$ cat src/amsq_params.svh
`ifndef AMSQ_PARAMS_SVH
`define AMSQ_PARAMS_SVH
// ----------------------------------------
// sizes and timing
// ----------------------------------------
`define AMSQ_SEQ_DEPTH 16
`define AMSQ_RES_BITS 12
`define AMSQ_WORD_BITS 16
`define AMSQ_CONV_NS 800
`define AMSQ_CLK_NS 10
`define AMSQ_CONV_CYCLES ((`AMSQ_CONV_NS + `AMSQ_CLK_NS - 1) / `AMSQ_CLK_NS)
// ----------------------------------------
// sequencer entry field positions
// ----------------------------------------
`define AMSQ_SE_END 0
`define AMSQ_SE_GAIN 1
`define AMSQ_SE_POL 2
`define AMSQ_SE_CH_LO 3
`define AMSQ_SE_TYPE 6
// ----------------------------------------
// mode pin codes {mode_sel_1, mode_sel_0}
// ----------------------------------------
`define AMSQ_MODE_PROG 2'h2
`define AMSQ_MODE_DIRECT_DEF 2'h3
`define AMSQ_MODE_SCAN_DEF 2'h0
`define AMSQ_MODE_SEQ_DEF 2'h1
`endif

$ cat src/amsq_pkg.sv
package amsq_pkg;
   typedef enum logic [2:0] {
      AMSQ_IDLE = 3'b001,
      AMSQ_CONV = 3'b010,
      AMSQ_DOWN = 3'b100
   } amsq_state_t;
   typedef enum logic [1:0] {
      AMSQ_PD_NONE = 2'h0,
      AMSQ_PD_NAP = 2'h1,
      AMSQ_PD_SLEEP = 2'h2
   } amsq_pd_t;
endpackage

$ cat src/amsq_fifo.sv
`timescale 1ns/10ps
module amsq_fifo #(
   parameter int WIDTH = 16,
   parameter int DEPTH = 16
) (
   // clock and reset
   input wire logic mclk_in,
   input wire logic srst_in,
   // fill side
   input wire logic in_valid_in,
   output logic in_ready_out,
   input wire logic [WIDTH-1:0] in_data_in,
   // drain side
   output logic out_valid_out,
   input wire logic out_ready_in,
   output logic [WIDTH-1:0] out_data_out
);
   localparam int AW = $clog2(DEPTH);
   initial begin
      if (DEPTH < 2 || (1 << AW) != DEPTH) $error("fifo depth must be a power of two");
   end
   logic [WIDTH-1:0] mem [DEPTH];
   logic [AW:0] wptr, rptr, next_wptr, next_rptr;
   logic push, pop;
   always_comb begin
      in_ready_out = (wptr - rptr) != (AW+1)'(DEPTH);
      out_valid_out = wptr != rptr;
      push = in_valid_in && in_ready_out;
      pop = out_valid_out && out_ready_in;
      next_wptr = push ? wptr + 1'b1 : wptr;
      next_rptr = pop ? rptr + 1'b1 : rptr;
      out_data_out = mem[rptr[AW-1:0]];
   end
   always_ff @(posedge mclk_in) begin
      if (srst_in) begin
         wptr <= '0;
         rptr <= '0;
      end else begin
         wptr <= next_wptr;
         rptr <= next_rptr;
      end
      if (push) begin
         mem[wptr[AW-1:0]] <= in_data_in;
      end
   end
endmodule

$ cat src/amsq_core.sv
`timescale 1ns/10ps
`include "amsq_params.svh"
// Contract
// - 12-bit: the bit-9 output line carries end flag in readback, else result bit 9.
// - output drivers enabled only while read strobe and chip select are both low.
// - busy goes low at conversion start, high again when conversion completes.
// - in program/readback mode busy stays low until mode pin zero returns high.
// - gain select high means gain 1, low means gain 2.
// - polarity select low unipolar, high bipolar.
// - input type select low single-ended, high differential.
// - direct mode: config passes while write low, captured on write rising edge.
// - program mode: write rising edge stores entry and advances pointer.
// - readback: read low presents entry, read rising edge advances pointer.
// - conversion begins on falling edge of conversion start.
// - conversion start and read strobe ignored unless chip select low.
// - power-down low enters nap with select low, sleep with select high.
// - two mode pins choose mode; pin one high, pin zero low is program/readback.
// - output word 16 bits: result plus channel address and input type.
// - address and input type of each conversion accompany its result.
// - readback entry: type S6, channel S5-S3, polarity S2, gain S1, end S0.
// - result and address/config word load into output latch together.
// - start requests ignored while a conversion runs.
module amsq_core
   import amsq_pkg::*;
#(
   parameter int RES_BITS = `AMSQ_RES_BITS,
   parameter int SEQ_DEPTH = `AMSQ_SEQ_DEPTH,
   parameter int CONV_CYCLES = `AMSQ_CONV_CYCLES,
   parameter logic [1:0] MODE_DIRECT = `AMSQ_MODE_DIRECT_DEF,
   parameter logic [1:0] MODE_SCAN = `AMSQ_MODE_SCAN_DEF,
   parameter logic [1:0] MODE_SEQ = `AMSQ_MODE_SEQ_DEF
) (
   // clock and reset
   input wire logic mclk_in,
   input wire logic srst_in,
   // host strobes
   input wire logic chip_sel_n_in,
   input wire logic rd_n_in,
   input wire logic wr_n_in,
   input wire logic conv_start_n_in,
   input wire logic power_down_n_in,
   // mode and configuration
   input wire logic mode_sel_0_in,
   input wire logic mode_sel_1_in,
   input wire logic [2:0] channel_addr_in,
   input wire logic input_type_select_in,
   input wire logic polarity_select_in,
   input wire logic gain_select_in,
   // conversion engine
   input wire logic [RES_BITS-1:0] sar_result_in,
   // parallel output pins
   output logic [15:0] data_out,
   output logic [15:0] data_oe_out,
   output logic busy_out,
   // applied multiplexer configuration
   output logic [2:0] mux_channel_out,
   output logic mux_input_type_echo,
   output logic mux_bipolar_out,
   output logic mux_gain2_out,
   output logic sample_out,
   // power state
   output logic nap_out,
   output logic sleep_out,
   // result stream
   output logic res_valid_out,
   input wire logic res_ready_in,
   output logic [15:0] res_data_out,
   output logic overrun_out
);
   initial begin
      if (RES_BITS != 10 && RES_BITS != 12) $error("resolution must be 10 or 12");
      if (SEQ_DEPTH != `AMSQ_SEQ_DEPTH) $error("sequencer depth must be 16");
      if (CONV_CYCLES < 1 || CONV_CYCLES > 300) $error("bad conversion length");
   end
   localparam int CW = $clog2(CONV_CYCLES + 1);
   localparam int CONV_CYCLES_I = CONV_CYCLES;
   // ----------------------------------------
   // helpers
   // ----------------------------------------
   function automatic logic [6:0] pack_cfg(input logic t, input logic [2:0] ch,
                                         input logic p, input logic g, input logic e);
      pack_cfg = {t, ch, p, g, e};
   endfunction
   // ----------------------------------------
   // edge detect and mode decode
   // ----------------------------------------
   logic cs_q, rd_q, wr_q, cv_q;
   logic [1:0] mode;
   logic prog_mode, direct_mode, seq_mode, scan_mode;
   logic start_fall, rd_fall, rd_rise, wr_rise, wr_low;
   logic busy_conv_q;
   always_comb begin
      mode = {mode_sel_1_in, mode_sel_0_in};
      prog_mode = mode == `AMSQ_MODE_PROG;
      direct_mode = mode == MODE_DIRECT;
      seq_mode = mode == MODE_SEQ;
      scan_mode = mode == MODE_SCAN;
      start_fall = cv_q && !conv_start_n_in && !chip_sel_n_in;
      rd_fall = rd_q && !rd_n_in && !chip_sel_n_in;
      rd_rise = !rd_q && rd_n_in && !cs_q;
      wr_rise = !wr_q && wr_n_in;
      wr_low = !wr_n_in;
   end
   // ----------------------------------------
   // direct configuration latch and sequencer
   // ----------------------------------------
   logic [6:0] seq_mem [SEQ_DEPTH];
   logic [3:0] seq_ptr, next_seq_ptr;
   logic [6:0] cfg_lat, next_cfg_lat, live_cfg, cur_cfg, rb_word, next_rb_word;
   logic [2:0] scan_ch, next_scan_ch;
   logic seq_wr;
   always_comb begin
      live_cfg = pack_cfg(input_type_select_in, channel_addr_in, polarity_select_in,
                          !gain_select_in, 1'b0);
      next_cfg_lat = (direct_mode && wr_low) ? live_cfg : cfg_lat;
      seq_wr = prog_mode && wr_rise;
      next_seq_ptr = seq_ptr;
      next_rb_word = rd_fall && prog_mode ? seq_mem[seq_ptr] : rb_word;
      next_scan_ch = scan_ch;
      if (seq_wr || (prog_mode && rd_rise)) begin
         next_seq_ptr = seq_ptr + 4'h1;
      end else if (seq_mode && start_fall && !busy_conv_q) begin
         next_seq_ptr = seq_mem[seq_ptr][`AMSQ_SE_END] ? 4'h0 : seq_ptr + 4'h1;
      end else if (!prog_mode && !seq_mode) begin
         next_seq_ptr = 4'h0;
      end
      if (scan_mode && start_fall && !busy_conv_q) begin
         next_scan_ch = scan_ch + 3'h1;
      end
      if (direct_mode) begin
         cur_cfg = wr_low ? live_cfg : cfg_lat;
      end else if (seq_mode) begin
         cur_cfg = seq_mem[seq_ptr];
      end else if (scan_mode) begin
         cur_cfg = {cfg_lat[6], scan_ch, cfg_lat[2:0]};
      end else begin
         cur_cfg = cfg_lat;
      end
   end
   always_ff @(posedge mclk_in) begin
      if (srst_in) begin
         cs_q <= 1'b1;
         rd_q <= 1'b1;
         wr_q <= 1'b1;
         cv_q <= 1'b1;
         seq_ptr <= 4'h0;
         cfg_lat <= 7'h00;
         rb_word <= 7'h00;
         scan_ch <= 3'h0;
      end else begin
         cs_q <= chip_sel_n_in;
         rd_q <= rd_n_in;
         wr_q <= wr_n_in;
         cv_q <= conv_start_n_in;
         seq_ptr <= next_seq_ptr;
         cfg_lat <= next_cfg_lat;
         rb_word <= next_rb_word;
         scan_ch <= next_scan_ch;
      end
      if (seq_wr) begin
         seq_mem[seq_ptr] <= live_cfg;
      end
   end
   // ----------------------------------------
   // conversion engine and output latch
   // ----------------------------------------
   amsq_state_t state, next_state;
   logic [CW-1:0] cnt, next_cnt;
   logic [6:0] conv_cfg, next_conv_cfg;
   logic [15:0] out_lat, next_out_lat, res_word;
   logic done, push, push_ready;
   always_comb begin
      busy_conv_q = state == AMSQ_CONV;
      next_state = state;
      next_cnt = cnt;
      next_conv_cfg = conv_cfg;
      done = 1'b0;
      case (state)
         AMSQ_IDLE: begin
            if (!power_down_n_in) begin
               next_state = AMSQ_DOWN;
            end else if (start_fall && !prog_mode) begin
               next_state = AMSQ_CONV;
               next_cnt = CW'(CONV_CYCLES);
               next_conv_cfg = cur_cfg;
            end
         end
         AMSQ_CONV: begin
            next_cnt = cnt - 1'b1;
            if (cnt == CW'(1)) begin
               next_state = AMSQ_IDLE;
               done = 1'b1;
            end
         end
         AMSQ_DOWN: begin
            if (power_down_n_in) next_state = AMSQ_IDLE;
         end
         default: next_state = AMSQ_IDLE;
      endcase
      res_word = '0;
      res_word[RES_BITS-1:0] = sar_result_in;
      res_word[15:12] = {conv_cfg[6], conv_cfg[5:3]};
      next_out_lat = done ? res_word : out_lat;
      push = done;
   end
   always_ff @(posedge mclk_in) begin
      if (srst_in) begin
         state <= AMSQ_IDLE;
         cnt <= '0;
         conv_cfg <= 7'h00;
         out_lat <= 16'h0000;
         overrun_out <= 1'b0;
      end else begin
         state <= next_state;
         cnt <= next_cnt;
         conv_cfg <= next_conv_cfg;
         out_lat <= next_out_lat;
         overrun_out <= push && !push_ready;
      end
   end
   // ----------------------------------------
   // pins
   // ----------------------------------------
   always_comb begin
      busy_out = !(busy_conv_q || prog_mode);
      data_oe_out = (!rd_n_in && !chip_sel_n_in) ? 16'hFFFF : 16'h0000;
      data_out = out_lat;
      if (prog_mode) begin
         data_out[15:12] = rb_word[6:3];
         data_out[RES_BITS-1] = rb_word[`AMSQ_SE_POL];
         data_out[RES_BITS-2] = rb_word[`AMSQ_SE_GAIN];
         data_out[RES_BITS-3] = rb_word[`AMSQ_SE_END];
      end
      mux_channel_out = busy_conv_q ? conv_cfg[5:3] : cur_cfg[5:3];
      mux_input_type_echo = busy_conv_q ? conv_cfg[6] : cur_cfg[6];
      mux_bipolar_out = busy_conv_q ? conv_cfg[2] : cur_cfg[2];
      mux_gain2_out = busy_conv_q ? conv_cfg[1] : cur_cfg[1];
      sample_out = done;
      nap_out = state == AMSQ_DOWN && !chip_sel_n_in;
      sleep_out = state == AMSQ_DOWN && chip_sel_n_in;
   end
   amsq_fifo #(.WIDTH(16), .DEPTH(16)) u_fifo (
      .mclk_in(mclk_in),
      .srst_in(srst_in),
      .in_valid_in(push),
      .in_ready_out(push_ready),
      .in_data_in(res_word),
      .out_valid_out(res_valid_out),
      .out_ready_in(res_ready_in),
      .out_data_out(res_data_out)
   );
endmodule

$ cat config.mk
export PLATFORM = sky130hd
export DESIGN_NAME = amsq_core
export DESIGN_NICKNAME = d
export VERILOG_FILES = /design/src/amsq_pkg.sv /design/src/amsq_fifo.sv /design/src/amsq_core.sv
export VERILOG_INCLUDE_DIRS = /design/src
export SDC_FILE = /design/constraint.sdc
export NUM_CORES = 1
export LEC_CHECK = 0
export BUFFER_PORTS_ARGS = -buffer_cell sky130_fd_sc_hd__clkbuf_2
export CELL_PAD_IN_SITES_DETAIL_PLACEMENT = 0
export CELL_PAD_IN_SITES_GLOBAL_PLACEMENT = 1
export CORE_ASPECT_RATIO = 2
export CORE_MARGIN = 1.5
export CORE_UTILIZATION = 57
export CTS_BUF_LIST = sky130_fd_sc_hd__clkbuf_16
export CTS_CLUSTER_SIZE = 8
export DETAILED_ROUTE_END_ITERATION = 12
export PLACE_DENSITY = 0.87
export SETUP_SLACK_MARGIN = 0.02
export SYNTH_ARGS = -nofsm -noshare
export SYNTH_HDL_FRONTEND = slang
export SYNTH_HIERARCHICAL = 1
export SYNTH_SLANG_ARGS = --single-unit
$ cat constraint.sdc
create_clock -name mclk_in -period 11 [get_ports mclk_in]
set_clock_uncertainty 0.15 [all_clocks]
set_input_delay 1.1 -clock mclk_in [delete_from_list [all_inputs] [get_ports mclk_in]]
set_output_delay 1.1 -clock mclk_in [all_outputs]
set_load 0.01 [all_outputs]
Word-level counts from Yosys, hierarchy flattened
Memories as Yosys holds them, arrays and structs flattened. A register that Yosys moved wholly into a read port is not among the register bits.
Index checks and enable logic that the tools add are counted.
{"block": "totals", "regBits": 68, "ramBits": 352, "output_inout_bits": 60, "elab_cells": 113, "memories": 2}
{"memory": "u_fifo.mem", "depth": 16, "word_bits": 16, "read_ports": 1, "rd_clocked_by_memory_dff": 1, "write_ports": 1, "line": "amsq_fifo.sv:22", "rtl": "logic [WIDTH-1:0] mem [DEPTH];"}
{"memory": "seq_mem", "depth": 16, "word_bits": 6, "read_ports": 1, "rd_clocked_by_memory_dff": 1, "write_ports": 1, "line": "amsq_core.sv:107", "rtl": "logic [6:0] seq_mem [SEQ_DEPTH];"}
{"block": "op_classes", "n_addsub": 6, "eq_ne": 14, "n_mux": 32, "reduce_logical": 44}
{"op": "two-way mux 7 bit", "n": 6}
{"op": "two-way mux 4 bit", "n": 8}
{"op": "logical AND 1 bit", "n": 23}
{"op": "two-way mux 16 bit", "n": 1}
{"op": "two-way mux 3 bit", "n": 5}
{"op": "case mux 7 bit (2 select lines)", "n": 1}
{"op": "zero test 1 bit", "n": 13}
{"op": "adder 5 x 1 -> 5 bit, second input constant", "n": 2}
{"op": "two-way mux 1 bit", "n": 9}
{"op": "case mux 3 bit (3 select lines)", "n": 1}
{"op": "AND reduction 3 bit", "n": 3}
{"op": "equality test 7 x 1 -> 1 bit, second input constant", "n": 1}
{"op": "subtractor 7 x 1 -> 7 bit, second input constant", "n": 1}
{"op": "two-way mux 6 bit", "n": 1}
{"op": "inequality test 2 bit, second input constant", "n": 3}
{"op": "inequality test 5 bit", "n": 1}
{"op": "inequality test 5 bit, second input constant", "n": 1}
{"op": "subtractor 5 bit", "n": 1}
{"op": "adder 4 x 1 -> 4 bit, second input constant", "n": 1}
{"op": "equality test 2 bit, second input constant", "n": 2}
{"op": "adder 3 x 1 -> 3 bit, second input constant", "n": 1}
{"op": "equality test 3 x 1 -> 1 bit, second input constant", "n": 1}
{"op": "equality test 3 x 2 -> 1 bit, second input constant", "n": 1}
{"op": "equality test 3 bit, second input constant", "n": 1}
{"op": "7 further kinds", "n": 8}

Longest topological paths before layout
{"block": "depth", "depth_word": 9, "mapped_depth": 11, "mapped_depth_nobuf": 9}

By module
Netlist, hierarchy kept.
{"module": "amsq_fifo", "instances": 1, "cells_each": 458, "area_per_inst_um2": 10448.8, "seq_area_each_um2": 7967.6}
{"module": "amsq_core", "instances": 1, "cells_each": 555, "area_per_inst_um2": 6861.6, "seq_area_each_um2": 4083.9}

Least setup slack after synthesis
Ideal clock, no wire load.
{"block": "synth_path", "path_kind": "input to output", "startpoint": "input mode_sel_1_in", "endpoint": "output mux_bipolar_out", "arrival_time_ns": 2.430, "setup_slack_ns": 7.320, "stages": 7, "n_path_buf": 1, "path_cell_list": "inv_1 > ha_1 > clkbuf_1 > nor2_1 > a21oi_1 > o221ai_1 > o31ai_1"}
{"block": "synth_via", "elab_chain_cells": 4, "word_cells_on_any_way": 5}
{"item": "from (decl)", "line": "amsq_core.sv:44", "rtl": "input wire logic mode_sel_1_in,"}
{"item": "equality test 2 x 1 -> 1 bit", "line": "amsq_core.sv:96", "rtl": "seq_mode = mode == MODE_SEQ;"}
{"item": "two-way mux 7 bit", "line": "amsq_core.sv:132", "rtl": "end else if (seq_mode) begin"}
{"item": "two-way mux 7 bit *", "line": "amsq_core.sv:130", "rtl": "if (direct_mode) begin"}
{"item": "two-way mux 1 bit *", "line": "amsq_core.sv:236", "rtl": "mux_bipolar_out = busy_conv_q ? conv_cfg[2] : cur_cfg[2];"}
{"item": "to (decl)", "line": "amsq_core.sv:58", "rtl": "output logic mux_bipolar_out,"}
Mark *: on every way between the ends. The rest lies on a longest branch, timed or not.

==> flow_metrics.env <==
export IMPL_outcome="finished clean"
export IMPL_synth_top_area_frac=0.6106
export IMPL_grt_overflow_total=0
export IMPL_seq_area_frac_synth=0.6962
export IMPL_drtAntennaViolNets=0
export IMPL_syn_to_final_growth_pct=13.34
export IMPL_fmax_mhz=220.4
export IMPL_start_util=0.5757
export IMPL_diodes=0
export IMPL_synth_seq_cells=426
export IMPL_cts_max_level=2
export IMPL_p_per_area_mw_per_mm2=175.6
export IMPL_drt_iter0_markers=469
export IMPL_place_ws_ps=6687
export IMPL_grt_max_degree=65
export IMPL_dr_total_vias=9185
export IMPL_place_hpwl_um=23960
export IMPL_fin_ws_ps=6464
export IMPL_setup_worst_path_start_class="register"
export IMPL_cts_tree="done"
export IMPL_vias_per_cell=6.051
export IMPL_ys_flop_type="edfxtp_1"
export IMPL_synthCells=1013
export IMPL_synth_edf_count=352
export IMPL_p_leak_nw=6.601
export IMPL_min_period_over_period=0.4124
export IMPL_hold_ws_ps=297.9
export IMPL_cp_arrival_ps=3290
export IMPL_vdd_drop_max_uv=155.2
export IMPL_cts_num_sinks=426
export IMPL_drt_total_wl_um=37460
export IMPL_wl_per_cell_um=24.68
export IMPL_grt_pass1_vias=9827
export IMPL_grt_first_pass_wirelength_um=56820
export IMPL_ys_warnings_count=6
export IMPL_cts_resized=0
export IMPL_rsz0062_at_grt="no"
export IMPL_die_area_mm2=0.03149
export IMPL_netlist_area_mm2=0.01731
export IMPL_cap_violations=0
export IMPL_max_slew_worst_pin_slew_ps=1168
export IMPL_cts_setup_buffers=0
export IMPL_die_w_um=126.2
export IMPL_synth_area_leaders="edfxtp_1, mux4_2, dfxtp_1, mux2i_1, nand2_1"
export IMPL_synth_cell_types=62
export IMPL_hold_path_class="reg -> reg"
export IMPL_crit_fanout=50
export IMPL_first_pass_iters=5
export IMPL_gp_congestion=0.8448
export IMPL_rows=90
export IMPL_worstSetupPathType="reg -> out"
export IMPL_drive_above_1_share=0.2478
export IMPL_yosys_area_top_type="edfxtp_1"
export IMPL_die_h_um=249.5
export IMPL_fin_util=0.6525
export IMPL_drc=0
export IMPL_clkLatencyLatePin_ps=590
export IMPL_n_fill_cell=2035
export IMPL_cts_inserted_buffers=59
export IMPL_setup_viol=0
export IMPL_endpoint_kind="primary output"
export IMPL_synth_async_reset_ratio=0
export IMPL_nets=1149
export IMPL_cp_required_ps=9750
export IMPL_drv_slew=0
export IMPL_synth_net_count=1061
export IMPL_cts_hold_buf=0
export IMPL_coreArea_mm2=0.03007
export IMPL_clockBufferDepth=3
export IMPL_syn_avg_cell_area_um2=17.09
export IMPL_io_buffers=87
export IMPL_report_final_hold_viol_count=0
export IMPL_min_period_ps=4536
export IMPL_finalSetupTns_ps=0
export IMPL_num_io_pins=88
export IMPL_max_slew_margin_rel=0.2152
export IMPL_cts_root_buf="clkbuf_16"
export IMPL_antenna_found_initial=0
export IMPL_clk_pin_slew_ps=60
export IMPL_grtUsageTotal=0.2456
-- kinds of logic after synthesis --
group	Yosys count	synth area share
mux	146	0.1532
xor+xnor	15	0.007590
buf+inv	92	0.02927
compound gates	93	0.03607
flops	426	0.6962
fa+ha+maj	20	0.01446
simple gates	221	0.06325
-- power breakdown --
group | total, mW | switching (mW) | internal (mW)
combinational | 0.0725 | 0.0503 | 0.0222
sequential | 1.75 | 0.00643 | 1.75
clock | 1.62 | 0.656 | 0.962
total | 3.45 | 0.713 | 2.73
-- sequential cells by signal, summed over array words and instances, names as in the netlist, 3 cells and up, named ones only --
name / cells
seq_ptr: 4
u_fifo/wptr: 5
cnt: 7
cfg_lat: 6
scan_ch: 3
state: 3
conv_cfg: 6
u_fifo/rptr: 5
rb_word: 6
out_lat: 16
u_fifo/mem: 256
seq_mem: 96
-- per-stage QoR --
step           cell area [µm²]  total power, mW  std cells
2_1_floorplan            17310            1.824       1013
3_3_place_gp             17890            1.856       1408
3_5_place_dp             17890            1.859       1408
4_1_cts                  19620            3.470       1518
5_1_grt                  19620            3.536       1518
6_report                 19620            3.445       1518
-- cell usage in the layout, fill, tap and decap left out, types with 6 or more instances in the layout --
master,synthesis,layout
a31oi_1,8,8
clkbuf_2,1,87
clkbuf_16,0,59
buf_4,28,14
edfxtp_1,352,352
mux2i_1,35,35
ha_1,20,20
nor3_1,12,12
nand3_1,16,16
mux2_2,16,16
o21ai_0,6,6
xnor2_1,8,8
nor2b_1,10,10
and3_1,15,15
xor2_1,7,7
dfxtp_1,74,72
nor2_1,54,54
or2_2,6,6
a21oi_1,30,30
nand2b_1,6,6
inv_1,17,64
nand3b_1,8,8
mux4_2,88,88
o22ai_1,8,8
nand2_1,67,67
-- synth_stat cells (all sizes together), types with 5 or more instances --
cell type,count
clkbuf,26
o22ai,8
a221oi,5
edfxtp,352
nand2b,6
nor4,5
buf,48
mux2,19
mux4,92
nand3,16
nor2b,11
and3,15
o21ai,9
nand2,67
mux2i,35
ha,20
dfxtp,74
nor3,12
xor2,7
inv,17
xnor2,8
nand3b,8
a31oi,8
or2,7
a21oi,30
nor2,55
-- critical path, cell delays in order (launching register included) --
cell	delay, ps
dfxtp_4	530
buf_4	800
mux4_2	630
mux4_2	490
clkbuf_2	150
-- final cells by class --
type / count / area, µm² / share of cell area
Tap cell: 368 / 460.4 / 0.02347
Clock inverter: 51 / 251.5 / 0.01282
Sequential cell: 426 / 12060 / 0.6145
Timing Repair Buffer: 101 / 540.5 / 0.02755
Inverter: 18 / 68.82 / 0.003508
Clock buffer: 59 / 1476 / 0.07526
Multi-Input combinational cell: 495 / 4765 / 0.2429
-- worst paths after layout --
kind,start,end,slack (ps),cells after the start
worst max-delay path,register,res_data_out[12],6460,4
worst min-delay path,rb_word[3],rb_word[3],300,2
worst max register to register,state[2],u_fifo/mem[6][4],6660,6
worst min register to register,rb_word[3],rb_word[3],300,2
-- per-layer routing --
metal  GRT usage  part of all wire
met5           0                 0
met3     0.02915             0.040
met1      0.2534              0.33
met4      0.1330             0.050
met2      0.4744              0.58
(Power assumes the default switching activity.)
